### config.mk
export PLATFORM = sky130hd
export DESIGN_NAME = boc_ctrl
export DESIGN_NICKNAME = d
export VERILOG_FILES = /design/src/boc_pkg.sv /design/src/boc_sample_hold.sv /design/src/boc_ls_monitor.sv /design/src/boc_ctrl.sv
export SDC_FILE = /design/constraint.sdc
export NUM_CORES = 1
export LEC_CHECK = 0
export ABC_AREA = 1
export ABC_CLOCK_PERIOD_IN_PS = 4600
export BUFFER_PORTS_ARGS = -buffer_cell sky130_fd_sc_hd__buf_4
export CORE_UTILIZATION = 45
export DETAILED_ROUTE_END_ITERATION = 12
export SLEW_MARGIN = 5
export SYNTH_ARGS = -nofsm -noshare
export SYNTH_HDL_FRONTEND = slang
export SYNTH_SLANG_ARGS = --single-unit
### constraint.sdc
create_clock -name clk_in -period 4.6 [get_ports clk_in]
set_clock_uncertainty 0.15 [all_clocks]
set_input_delay 0.69 -clock clk_in [delete_from_list [all_inputs] [get_ports clk_in]]
set_output_delay 0.69 -clock clk_in [all_outputs]
set_load 0.05 [all_outputs]
### src/boc_pkg.sv
/*
  Shared constants and types for the overcurrent and start-up controller.
  Assumes a single 125 MHz clock; all times are converted here to cycles.
*/
package boc_pkg;

	// ----------------------------------------------------------------
	// Timing
	// ----------------------------------------------------------------
	localparam int CLK_KHZ       = 125000;
	localparam int DELAY_US      = 6800;                      // Init delay and soft-start
	localparam int DELAY_CYC     = DELAY_US * (CLK_KHZ / 1000);
	localparam int SS_STEPS      = 64;                        // Discrete ramp steps
	localparam int SS_STEP_CYC   = DELAY_CYC / SS_STEPS;
	localparam int DUMMY_COUNT   = 2;                         // Dummy time-outs per hiccup
	localparam int BLANK_NS      = 200;                       // Window opening delay
	localparam int BLANK_CYC     = (BLANK_NS * CLK_KHZ + 999999) / 1000000;
	localparam int MINLS_NS      = 425;                       // Minimum low-side width
	localparam int MINLS_CYC     = (MINLS_NS * CLK_KHZ + 999999) / 1000000;
	localparam int SW_KHZ        = 600;                       // Switching rate
	localparam int SW_PERIOD_CYC = CLK_KHZ / SW_KHZ;
	localparam int NARROW_LIMIT  = 3;                         // Narrow pulse that gets stretched (two narrow before it)

	// ----------------------------------------------------------------
	// Trip setpoint sampling
	// ----------------------------------------------------------------
	localparam int TRIP_W          = 8;
	localparam int TRIP_LSB_UV     = 1250;                    // Setpoint microvolts per code
	localparam int OCP_OFF_MV      = 300;                     // Setpoint that disables guard
	localparam int OCP_OFF_CODE    = OCP_OFF_MV * 1000 / TRIP_LSB_UV;
	localparam int DETECT_MAX_MV   = 475;                     // Doubled threshold ceiling
	localparam int DETECT_MAX_CODE = DETECT_MAX_MV * 1000 / TRIP_LSB_UV;
	localparam int SAMPLE_MAX_US   = 3400;
	localparam int SAMPLE_STEP_CYC = SAMPLE_MAX_US * (CLK_KHZ / 1000) / OCP_OFF_CODE;

	// ----------------------------------------------------------------
	// Types
	// ----------------------------------------------------------------
	typedef enum logic [5:0] {
		BOC_OFF    = 6'b000001,
		BOC_DELAY  = 6'b000010,
		BOC_SAMPLE = 6'b000100,
		BOC_SOFT   = 6'b001000,
		BOC_RUN    = 6'b010000,
		BOC_DUMMY  = 6'b100000
	} boc_state_e;

	typedef struct packed {
		logic              valid;     // A sample has completed
		logic              disabled;  // Setpoint too high, guard off
		logic [TRIP_W-1:0] code;      // Held setpoint
	} boc_trip_s;

	typedef struct packed {
		logic hs_en;  // High-side switch allowed
		logic ls_en;  // Low-side switch allowed
	} boc_gate_s;

endpackage

### src/boc_sample_hold.sv
/*
  Counter and DAC that sample the trip setpoint once and hold it.
  Assumes set_cmp_in is high once the DAC level reaches the pin voltage.
*/
`timescale 1ns/100ps
module boc_sample_hold
	import boc_pkg::*;
#(
	parameter int P_STEP_CYC = SAMPLE_STEP_CYC
) (
	input  wire logic      clk_in,
	input  wire logic      rst_in,
	input  wire logic      ce_in,
	input  wire logic      start_in,      // One-cycle pulse: begin a fresh sample
	input  wire logic      set_cmp_in,    // DAC has reached trip_set_pin level
	output logic           isrc_en_out,   // Current source into trip_resistor
	output logic           done_out,      // One-cycle pulse at sample end
	output boc_trip_s      trip_out
);

	if (P_STEP_CYC < 1 || P_STEP_CYC >= (1 << 16)) begin : g_chk
		$error("P_STEP_CYC out of range for the 16-bit step timer");
	end

	typedef struct packed {
		logic        busy;
		logic        done;
		logic [15:0] tmr;
		boc_trip_s   trip;
	} boc_sh_s;

	boc_sh_s s_r;
	boc_sh_s s_nxt;

	// ----------------------------------------------------------------
	// Sample sequencing
	// ----------------------------------------------------------------
	// Ramp the counter until the comparator trips or the off code is hit
	always_comb begin
		s_nxt      = s_r;
		s_nxt.done = 1'b0;
		if (start_in) begin
			s_nxt.busy = 1'b1;
			s_nxt.tmr  = '0;
			s_nxt.trip = '0;
		end else if (s_r.busy) begin
			if (s_r.tmr == 16'(P_STEP_CYC - 1)) begin
				s_nxt.tmr = '0;
				if (set_cmp_in || s_r.trip.code == TRIP_W'(OCP_OFF_CODE)) begin
					s_nxt.busy          = 1'b0;
					s_nxt.done          = 1'b1;
					s_nxt.trip.valid    = 1'b1;
					s_nxt.trip.disabled = (s_r.trip.code == TRIP_W'(OCP_OFF_CODE));
				end else begin
					s_nxt.trip.code = s_r.trip.code + 1'b1;
				end
			end else begin
				s_nxt.tmr = s_r.tmr + 1'b1;
			end
		end
	end

	always_ff @(posedge clk_in or posedge rst_in) begin
		if (rst_in) begin
			s_r <= '0;
		end else if (ce_in) begin
			s_r <= s_nxt;
		end
	end

	assign isrc_en_out = s_r.busy;
	assign done_out    = s_r.done;
	assign trip_out    = s_r.trip;
endmodule

### src/boc_ls_monitor.sv
/*
  Low-side gate shaping, blanked monitoring window and minimum-width stretch.
  Assumes pwm_low_in and ls_cmp_in are synchronous to clk_in.
*/
`timescale 1ns/100ps
module boc_ls_monitor
	import boc_pkg::*;
(
	input  wire logic clk_in,
	input  wire logic rst_in,
	input  wire logic ce_in,
	input  wire logic allow_in,     // Low-side switching permitted
	input  wire logic arm_in,       // Guard armed
	input  wire logic pwm_low_in,   // Internal PWM low-side request
	input  wire logic ls_cmp_in,    // Switch drop above doubled setpoint
	output logic      ls_gate_out,
	output logic      window_out,
	output logic      ocp_flag_out
);

	typedef struct packed {
		logic       gate;
		logic       stretch;
		logic       pulse_ok;
		logic [1:0] narrow;
		logic [7:0] on_cnt;
		logic [7:0] per_cnt;
		logic       overcurrent_guard;
	} boc_lsm_s;

	boc_lsm_s s_r;
	boc_lsm_s s_nxt;
	logic     window;
	logic     force_3rd;

	assign window    = s_r.gate && (s_r.on_cnt >= 8'(BLANK_CYC));
	assign force_3rd = (s_r.narrow == 2'(NARROW_LIMIT - 1));

	// ----------------------------------------------------------------
	// Gate, window and stretch
	// ----------------------------------------------------------------
	always_comb begin
		s_nxt = s_r;
		// Switching period and narrow-pulse count
		if (s_r.per_cnt == 8'(SW_PERIOD_CYC - 1)) begin
			s_nxt.per_cnt  = '0;
			s_nxt.pulse_ok = 1'b0;
			s_nxt.narrow   = s_r.pulse_ok ? 2'b00 :
				(force_3rd ? 2'b00 : s_r.narrow + 1'b1);
		end else begin
			s_nxt.per_cnt = s_r.per_cnt + 1'b1;
		end
		if (s_r.gate && s_r.on_cnt >= 8'(MINLS_CYC - 1)) begin
			s_nxt.pulse_ok = 1'b1;
		end
		if (force_3rd && allow_in && !s_r.gate && !s_r.pulse_ok &&
			(pwm_low_in || s_r.per_cnt == 8'(SW_PERIOD_CYC - MINLS_CYC - 1))) begin
			s_nxt.stretch = 1'b1;
		end else if (!allow_in || (s_r.gate && s_r.on_cnt >= 8'(MINLS_CYC - 1))) begin
			s_nxt.stretch = 1'b0;
		end
		s_nxt.gate   = allow_in && (pwm_low_in || s_nxt.stretch);
		s_nxt.on_cnt = !s_r.gate ? 8'h00 :
			(s_r.on_cnt == 8'hff ? s_r.on_cnt : s_r.on_cnt + 1'b1);
		s_nxt.overcurrent_guard = window && ls_cmp_in && arm_in;
	end

	always_ff @(posedge clk_in or posedge rst_in) begin
		if (rst_in) begin
			s_r <= '0;
		end else if (ce_in) begin
			s_r <= s_nxt;
		end
	end

	assign ls_gate_out  = s_r.gate;
	assign window_out   = window;
	assign ocp_flag_out = s_r.overcurrent_guard;
endmodule

### src/boc_ctrl.sv
/*
  Start-up and hiccup sequencer for a step-down module, with soft-start ramp.
  Assumes all pin inputs are synchronous to clk_in and analog levels arrive as
  comparator bits; the analog loop compares the switch drop with trip_thresh_out.
*/
// What this block does
// - Pre-biased high output: switches off until ramp end
// - Re-enable reruns full init with fresh sample
// - Retries reuse stored setpoint, no resample
// - Trip: output off, two dummies, one attempt
// - Hiccup repeats without limit while shorted
// - After delay, low-side off, current source on
// - Setpoint held in counter DAC without decay
// - Window opens 200ns after rise, ends at fall
// - Three narrow pulses: third stretched to 425ns
// - Threshold is twice the stored setpoint, clamped at 475mV
// - Range 0 to 475mV, above 0.3V disables
// - Hiccup period 13.6ms to 20.4ms nominal
// - Short removed: next attempt ramps normally
// - Guard armed during soft-start, same hiccup
// - Trip in attempt restarts dummy pair
// - Soft-start reference in 64 steps
// - Timers independent of 600kHz switching rate
// - Shutdown until enable pin above trip point
`timescale 1ns/100ps
module boc_ctrl
	import boc_pkg::*;
#(
	parameter int P_DELAY_CYC   = DELAY_CYC,
	parameter int P_SS_STEP_CYC = SS_STEP_CYC,
	parameter int P_SAMPLE_STEP = SAMPLE_STEP_CYC
) (
	input  wire logic              clk_in,
	input  wire logic              rst_in,
	input  wire logic              ce_in,
	input  wire logic              power_ok_in,     // Bias supply above rising threshold
	input  wire logic              enable_in,       // Enable pin above trip point
	input  wire logic              set_cmp_in,      // Sample DAC reached trip_set_pin
	input  wire logic              vout_above_in,   // Output above soft-start reference
	input  wire logic              pwm_high_in,     // Internal PWM high-side request
	input  wire logic              pwm_low_in,      // Internal PWM low-side request
	input  wire logic              ls_cmp_in,       // Switch drop above trip_thresh_out
	output logic                   hs_gate_out,
	output logic                   ls_gate_out,
	output logic                   isrc_en_out,
	output logic [5:0]             ss_ref_out,
	output logic [TRIP_W-1:0]      trip_code_out,
	output logic [TRIP_W:0]        trip_thresh_out,
	output logic                   guard_off_out,
	output logic                   hiccup_out,
	output logic                   running_out
);

	// ----------------------------------------------------------------
	// Parameter checks
	// ----------------------------------------------------------------
	if (P_DELAY_CYC < 1 || P_DELAY_CYC >= (1 << 20)) begin : g_chk_delay
		$error("P_DELAY_CYC out of range");
	end
	if (P_SS_STEP_CYC < 1 || P_SS_STEP_CYC >= (1 << 20)) begin : g_chk_step
		$error("P_SS_STEP_CYC out of range");
	end

	// ----------------------------------------------------------------
	// State
	// ----------------------------------------------------------------
	typedef struct packed {
		boc_state_e  st;
		logic [19:0] tmr;
		logic [5:0]  step;
		logic        dummy_n;   // Dummy time-outs already done
		logic        sw_on;     // Switching released in this attempt
		logic        samp_go;
	} boc_ctrl_s;

	boc_ctrl_s  s_r;
	boc_ctrl_s  s_nxt;
	boc_trip_s  trip;
	boc_gate_s  gate;
	logic       samp_done;
	logic       ocp_flag;
	logic       arm;
	logic       step_tick;
	logic       ramp_done;

	// Decoding used for gating and for the checks below
	function automatic logic is_active(input boc_state_e st);
		return (st == BOC_SOFT) || (st == BOC_RUN);
	endfunction

	assign step_tick = (s_r.tmr == 20'(P_SS_STEP_CYC - 1));
	assign ramp_done = step_tick && (s_r.step == 6'(SS_STEPS - 1));
	assign arm       = is_active(s_r.st) && trip.valid && !trip.disabled;

	// ----------------------------------------------------------------
	// Sequencer
	// ----------------------------------------------------------------
	always_comb begin
		s_nxt         = s_r;
		s_nxt.samp_go = 1'b0;
		case (s_r.st)
			BOC_OFF: begin
				s_nxt.tmr = '0;
				if (power_ok_in && enable_in) begin
					s_nxt.st = BOC_DELAY;
				end
			end
			BOC_DELAY: begin
				s_nxt.tmr = s_r.tmr + 1'b1;
				if (s_r.tmr == 20'(P_DELAY_CYC - 1)) begin
					s_nxt.st      = BOC_SAMPLE;
					s_nxt.tmr     = '0;
					s_nxt.samp_go = 1'b1;
				end
			end
			BOC_SAMPLE: begin
				if (samp_done) begin
					s_nxt.st    = BOC_SOFT;
					s_nxt.step  = '0;
					s_nxt.tmr   = '0;
					s_nxt.sw_on = 1'b0;
				end
			end
			BOC_SOFT: begin
				s_nxt.tmr  = step_tick ? 20'h00000 : s_r.tmr + 1'b1;
				s_nxt.step = step_tick ? s_r.step + 1'b1 : s_r.step;
				// hold off while output above ramp
				if (!vout_above_in) begin
					s_nxt.sw_on = 1'b1;
				end
				if (ocp_flag) begin
					s_nxt.st      = BOC_DUMMY;
					s_nxt.dummy_n = 1'b0;
					s_nxt.step    = '0;
					s_nxt.tmr     = '0;
				end else if (ramp_done) begin
					s_nxt.st = BOC_RUN;
				end
			end
			BOC_RUN: begin
				if (ocp_flag) begin
					s_nxt.st      = BOC_DUMMY;
					s_nxt.dummy_n = 1'b0;
					s_nxt.step    = '0;
					s_nxt.tmr     = '0;
				end
			end
			BOC_DUMMY: begin
				s_nxt.tmr  = step_tick ? 20'h00000 : s_r.tmr + 1'b1;
				s_nxt.step = step_tick ? s_r.step + 1'b1 : s_r.step;
				if (ramp_done) begin
					s_nxt.step = '0;
					s_nxt.tmr  = '0;
					if (s_r.dummy_n == 1'(DUMMY_COUNT - 1)) begin
						s_nxt.st    = BOC_SOFT;
						s_nxt.sw_on = 1'b0;
					end else begin
						s_nxt.dummy_n = 1'b1;
					end
				end
			end
			default: begin
				s_nxt.st = BOC_OFF;
			end
		endcase
		if (!power_ok_in || !enable_in) begin
			s_nxt.st      = BOC_OFF;
			s_nxt.tmr     = '0;
			s_nxt.step    = '0;
			s_nxt.dummy_n = 1'b0;
			s_nxt.sw_on   = 1'b0;
			s_nxt.samp_go = 1'b0;
		end
	end

	always_ff @(posedge clk_in or posedge rst_in) begin
		if (rst_in) begin
			s_r <= '{st: BOC_OFF, tmr: '0, step: '0, dummy_n: 1'b0,
				sw_on: 1'b0, samp_go: 1'b0};
		end else if (ce_in) begin
			s_r <= s_nxt;
		end
	end

	// ----------------------------------------------------------------
	// Setpoint store and low-side monitor
	// ----------------------------------------------------------------
	boc_sample_hold #(
		.P_STEP_CYC (P_SAMPLE_STEP)
	) u_sample (
		.clk_in      (clk_in),
		.rst_in      (rst_in),
		.ce_in       (ce_in),
		.start_in    (s_r.samp_go),
		.set_cmp_in  (set_cmp_in),
		.isrc_en_out (isrc_en_out),
		.done_out    (samp_done),
		.trip_out    (trip)
	);

	// trip flag drops high-side gate at once, low-side gate at next edge
	assign gate.hs_en = ((s_r.st == BOC_RUN) || (s_r.st == BOC_SOFT && s_r.sw_on)) && !ocp_flag;
	assign gate.ls_en = gate.hs_en;

	boc_ls_monitor u_lsmon (
		.clk_in       (clk_in),
		.rst_in       (rst_in),
		.ce_in        (ce_in),
		.allow_in     (gate.ls_en),
		.arm_in       (arm),
		.pwm_low_in   (pwm_low_in),
		.ls_cmp_in    (ls_cmp_in),
		.ls_gate_out  (ls_gate_out),
		.window_out   (),
		.ocp_flag_out (ocp_flag)
	);

	// ----------------------------------------------------------------
	// Outputs
	// ----------------------------------------------------------------
	assign hs_gate_out   = gate.hs_en && pwm_high_in && !ls_gate_out;
	assign ss_ref_out    = (s_r.st == BOC_SOFT) ? s_r.step :
		((s_r.st == BOC_RUN) ? 6'h3f : 6'h00);
	assign trip_code_out = trip.code;
	assign trip_thresh_out = ({trip.code, 1'b0} > (TRIP_W + 1)'(DETECT_MAX_CODE)) ?
		(TRIP_W + 1)'(DETECT_MAX_CODE) : {trip.code, 1'b0};
	assign guard_off_out = trip.disabled;
	assign hiccup_out    = (s_r.st == BOC_DUMMY);
	assign running_out   = (s_r.st == BOC_RUN);
endmodule

==> results.cfg <==
[placed_design]
gpl.final_weighted_congestion = 0.9054
placed_cell_area_mm2 = 0.005989
port-buffer-count = 37
dp_hpwl_um = 9540

[setup_path]
path_max_fanout = 11
timing.critical_path.required_ns = 3.76
worst_path_max_delay_cell = sky130_fd_sc_hd__dfrtp_1
crit_type = flip-flop to output port
timing.critical_path.arrival_ns = 1.97
max_stage_delay_ns = 0.44
crit_chain = nor2_4 > nand2_2 > nor2_4 > inv_2 > nand2_1 > inv_1 > a21oi_1 > buf_4
cp.buffers_inverters = 3
crit_path_end_kind = output port
worst_setup_path_start_kind = flip-flop
crit_path_frequent_cell = sky130_fd_sc_hd__nor2_4
path_delay_family = simple AND/OR/NAND/NOR gates

[die]
floorplan.die_area_mm2 = 0.01299
start_util_pct = 46.57
fp-row-count = 40
ports_placed_on_the_boundary = 39
die-width_um = 114.0
die_height_um = 114.0
core-area_mm2 = 0.01211

[timing]
max_freq_mhz = 355.6
timing_worst_slew_pin_value_ns = 0.9978
setup-tns-final_ns = 0
grt_setup_unrepaired = no
finalCritPeriodShare_pct = 61.14
hold_viol = 0
finalMaxSlewViolations = 0
holdWs_ns = 0.3255
period_minus_slack_ns = 2.812
finalSetupViolations = 0
slew_headroom_pct = 33.40

[yosys]
synth.largest_area_cell = sky130_fd_sc_hd__dfrtp_1
ys_types = 46
synth-async-reset-ratio_pct = 100.0
synth-seq-cells = 85
yosys.area.top_type_share_pct = 37.27
synth_area_per_cell_um2 = 7.033
post_syn_instances = 802
synth_ff_type = sky130_fd_sc_hd__dfrtp_1
post_synth_instance_area_mm2 = 0.005640
mappedNetlistNets = 825
yosysSeqAreaShare_pct = 37.73
top_cells_by_area_synth = sky130_fd_sc_hd__dfrtp_1 (37%), sky130_fd_sc_hd__nand2_1 (13%), sky130_fd_sc_hd__nor2_1 (7.8%)
yosysWarningCount = 0
synth_enable_flop_cells = 0

[routing]
number_of_optimization_iterations_in_the_first_detailed_route_pass = 5
ant_nets = 0
number_of_design_rule_violations_left_by_the_first_detailed_router_iteration = 273
drt-wirelength-per-cell_um = 12.57
route.vias.total = 5094
route.detailed.drc = 0
route.detailed.vias_per_inst = 5.069
wl_um = 12640

[pwr]
sw_frac_of_total_pct = 28.77
power_report.internal_total_w = 0.001487
clkPwrFrac_pct = 40.2
power.combinational.fraction_pct = 15.7
cellLeakagePower_nw = 3.074
share_seq_of_total_power_pct = 44.1
power_switching_w = 0.0006004
power_density_mw_per_mm2 = 329.8
worst_ir_drop_vdd_mv = 0.1858

[clocking]
cts-buffers-inserted = 9
cts.clk_slew.worst_paths_ns = 0.06
cts_htree_levels = 3
postCtsSetupBuffers = 0
clk_path_buf_depth = 2
tritoncts = yes
cts_root_buf = sky130_fd_sc_hd__clkbuf_16
clock_sinks = 85
post_cts_resized = 0
hold_fix_buffers_cts = 0
worst_skew_pair.late_latency_ns = 0.35

[global_route]
grt_first_pass_wirelength_um = 22220
globalRouteOverflowTotal = 0
gr-usage-all-layers_pct = 21.35
grt_pass1_vias = 4825
antenna_violations_before_repair = 0
largest_net_degree_at_the_start_of_global_routing = 58

[finish]
final.fill_count = 1241
area.sequential_mm2 = 0.002128
mostFrequentLayoutCell = sky130_fd_sc_hd__nand2_1
layout.cells.most_common_list = sky130_fd_sc_hd__nand2_1 (195), sky130_fd_sc_hd__nor2_1 (117), sky130_fd_sc_hd__inv_1 (114), sky130_fd_sc_hd__dfrtp_1 (84), sky130_fd_sc_hd__nand3_1 (62)
number_of_diodes = 0
multi_input_gate_area_mm2 = 0.002898
synthToLayoutAreaGrowth_pct = 12.22
drive_above_1_share_pct = 13.14
postLayoutCellArea_mm2 = 0.006330
final_nets = 855

[outcome]
status = finished, final reports clean

[job]
max_cap_viol_count = 0

[min_path]
type_of_the_worst_min_delay_path = flip-flop to flip-flop
tightest hold or removal path, delay by kind of cell, from the launching register on:
kind / cells / cell delay, ns
DFF: 1 / 0.35
and+or+nand+nor: 2 / 0.10
final cells by class:
class                   count  area share [%]
inverters                 123           7.393
clock inverters             6           1.759
flip-flops and latches     85           33.62
repair buffers             38           4.507
clock buffers              10           3.617
multi-input cells         575           45.78
well taps                 168           3.321
metrics by stage:
step,util [%],std cells,total power [W],worst slack (ns)
after floorplan,-,802,0.001188,1.568
after global placement,49.45,989,0.001251,1.919
after detailed placement,49.45,989,0.001263,1.857
after CTS,52.26,1005,0.002107,1.768
after global routing,52.26,1005,0.002204,1.593
final,52.26,1005,0.002087,1.788
kinds of logic (layout without fill, tap and decap cells):
logic type / Yosys count / count (layout) / synth area share (%)
and+or+nand+nor: 477 / 477 / 38.95
buffers and inverters: 142 / 177 / 10.89
DFF: 85 / 85 / 37.73
AOI/OAI and AO/OA: 75 / 75 / 8.075
adders and majority gates: 13 / 13 / 2.884
xor gates and xnor gates: 9 / 9 / 1.398
other: 1 / 1 / 0.06648
power by group through the flow:
stage	Sequential [W]	Combinational, W	Clock [W]
after global placement	0.000931	0.000320	0
after CTS	0.000921	0.000331	0.000855
final	0.000921	0.000328	0.000839
after floorplan	0.000910	0.000278	0
after detailed placement	0.000934	0.000329	0
after global routing	0.000936	0.000379	0.000889
synthesized netlist by cell type, types with 2 or more instances:
cell type / number
sky130_fd_sc_hd__xnor2_1: 2
sky130_fd_sc_hd__inv_2: 7
sky130_fd_sc_hd__nand2_1: 195
sky130_fd_sc_hd__nand2_4: 4
sky130_fd_sc_hd__nor2_1: 117
sky130_fd_sc_hd__a21oi_1: 24
sky130_fd_sc_hd__nand3_2: 2
sky130_fd_sc_hd__nor2_4: 5
sky130_fd_sc_hd__a21oi_2: 2
sky130_fd_sc_hd__xor2_1: 7
sky130_fd_sc_hd__nand3_1: 62
sky130_fd_sc_hd__o21ai_0: 26
sky130_fd_sc_hd__buf_6: 5
sky130_fd_sc_hd__nand2_2: 10
sky130_fd_sc_hd__nand4_1: 26
sky130_fd_sc_hd__ha_1: 13
sky130_fd_sc_hd__a31oi_1: 2
sky130_fd_sc_hd__nand3b_1: 6
sky130_fd_sc_hd__inv_1: 115
sky130_fd_sc_hd__o21ai_2: 9
sky130_fd_sc_hd__nor3b_1: 8
sky130_fd_sc_hd__nor3_1: 25
sky130_fd_sc_hd__o22ai_1: 5
sky130_fd_sc_hd__dfrtp_1: 84
sky130_fd_sc_hd__buf_4: 10
sky130_fd_sc_hd__or2_2: 2
sky130_fd_sc_hd__nor2_2: 8
sky130_fd_sc_hd__clkbuf_1: 3
per-layer routing:
metal | track usage (%) | routed length (um) | up-vias
li1 | - | - | 2611
met1 | 28.58 | 6094 | 2377
met2 | 34.91 | 5953 | 89
met3 | 2.763 | 333 | 17
met4 | 8.831 | 254 | 0
met5 | 0 | 0 | -
state kept, by name (all words and copies together), names as in the netlist:
| signal | cells |
|---|---|
| u_lsmon.s_r | 20 |
| u_sample.done_out | 1 |
| u_sample.s_r | 16 |
| u_lsmon.ls_gate_out | 1 |
| s_r | 35 |
| u_sample.trip_out | 10 |
| u_lsmon.ocp_flag_out | 1 |
| u_sample.isrc_en_out | 1 |
worst paths after layout:
check                                     startpoint              endpoint  slack [ns]  cells after the start
worst min-delay path                          s_r[2]                s_r[2]        0.33                      2
worst max-delay path                         s_r[33]         ss_ref_out[4]        1.79                      8
max in group asynchronous                     rst_in               s_r[29]        2.93                      3
worst max register to register  u_sample.trip_out[0]  u_sample.trip_out[0]        2.18                      8
min in group asynchronous                     rst_in                s_r[9]        0.40                      2
worst min register to register                s_r[2]                s_r[2]        0.33                      2
Note: power is estimated with default switching activity, not from simulation.
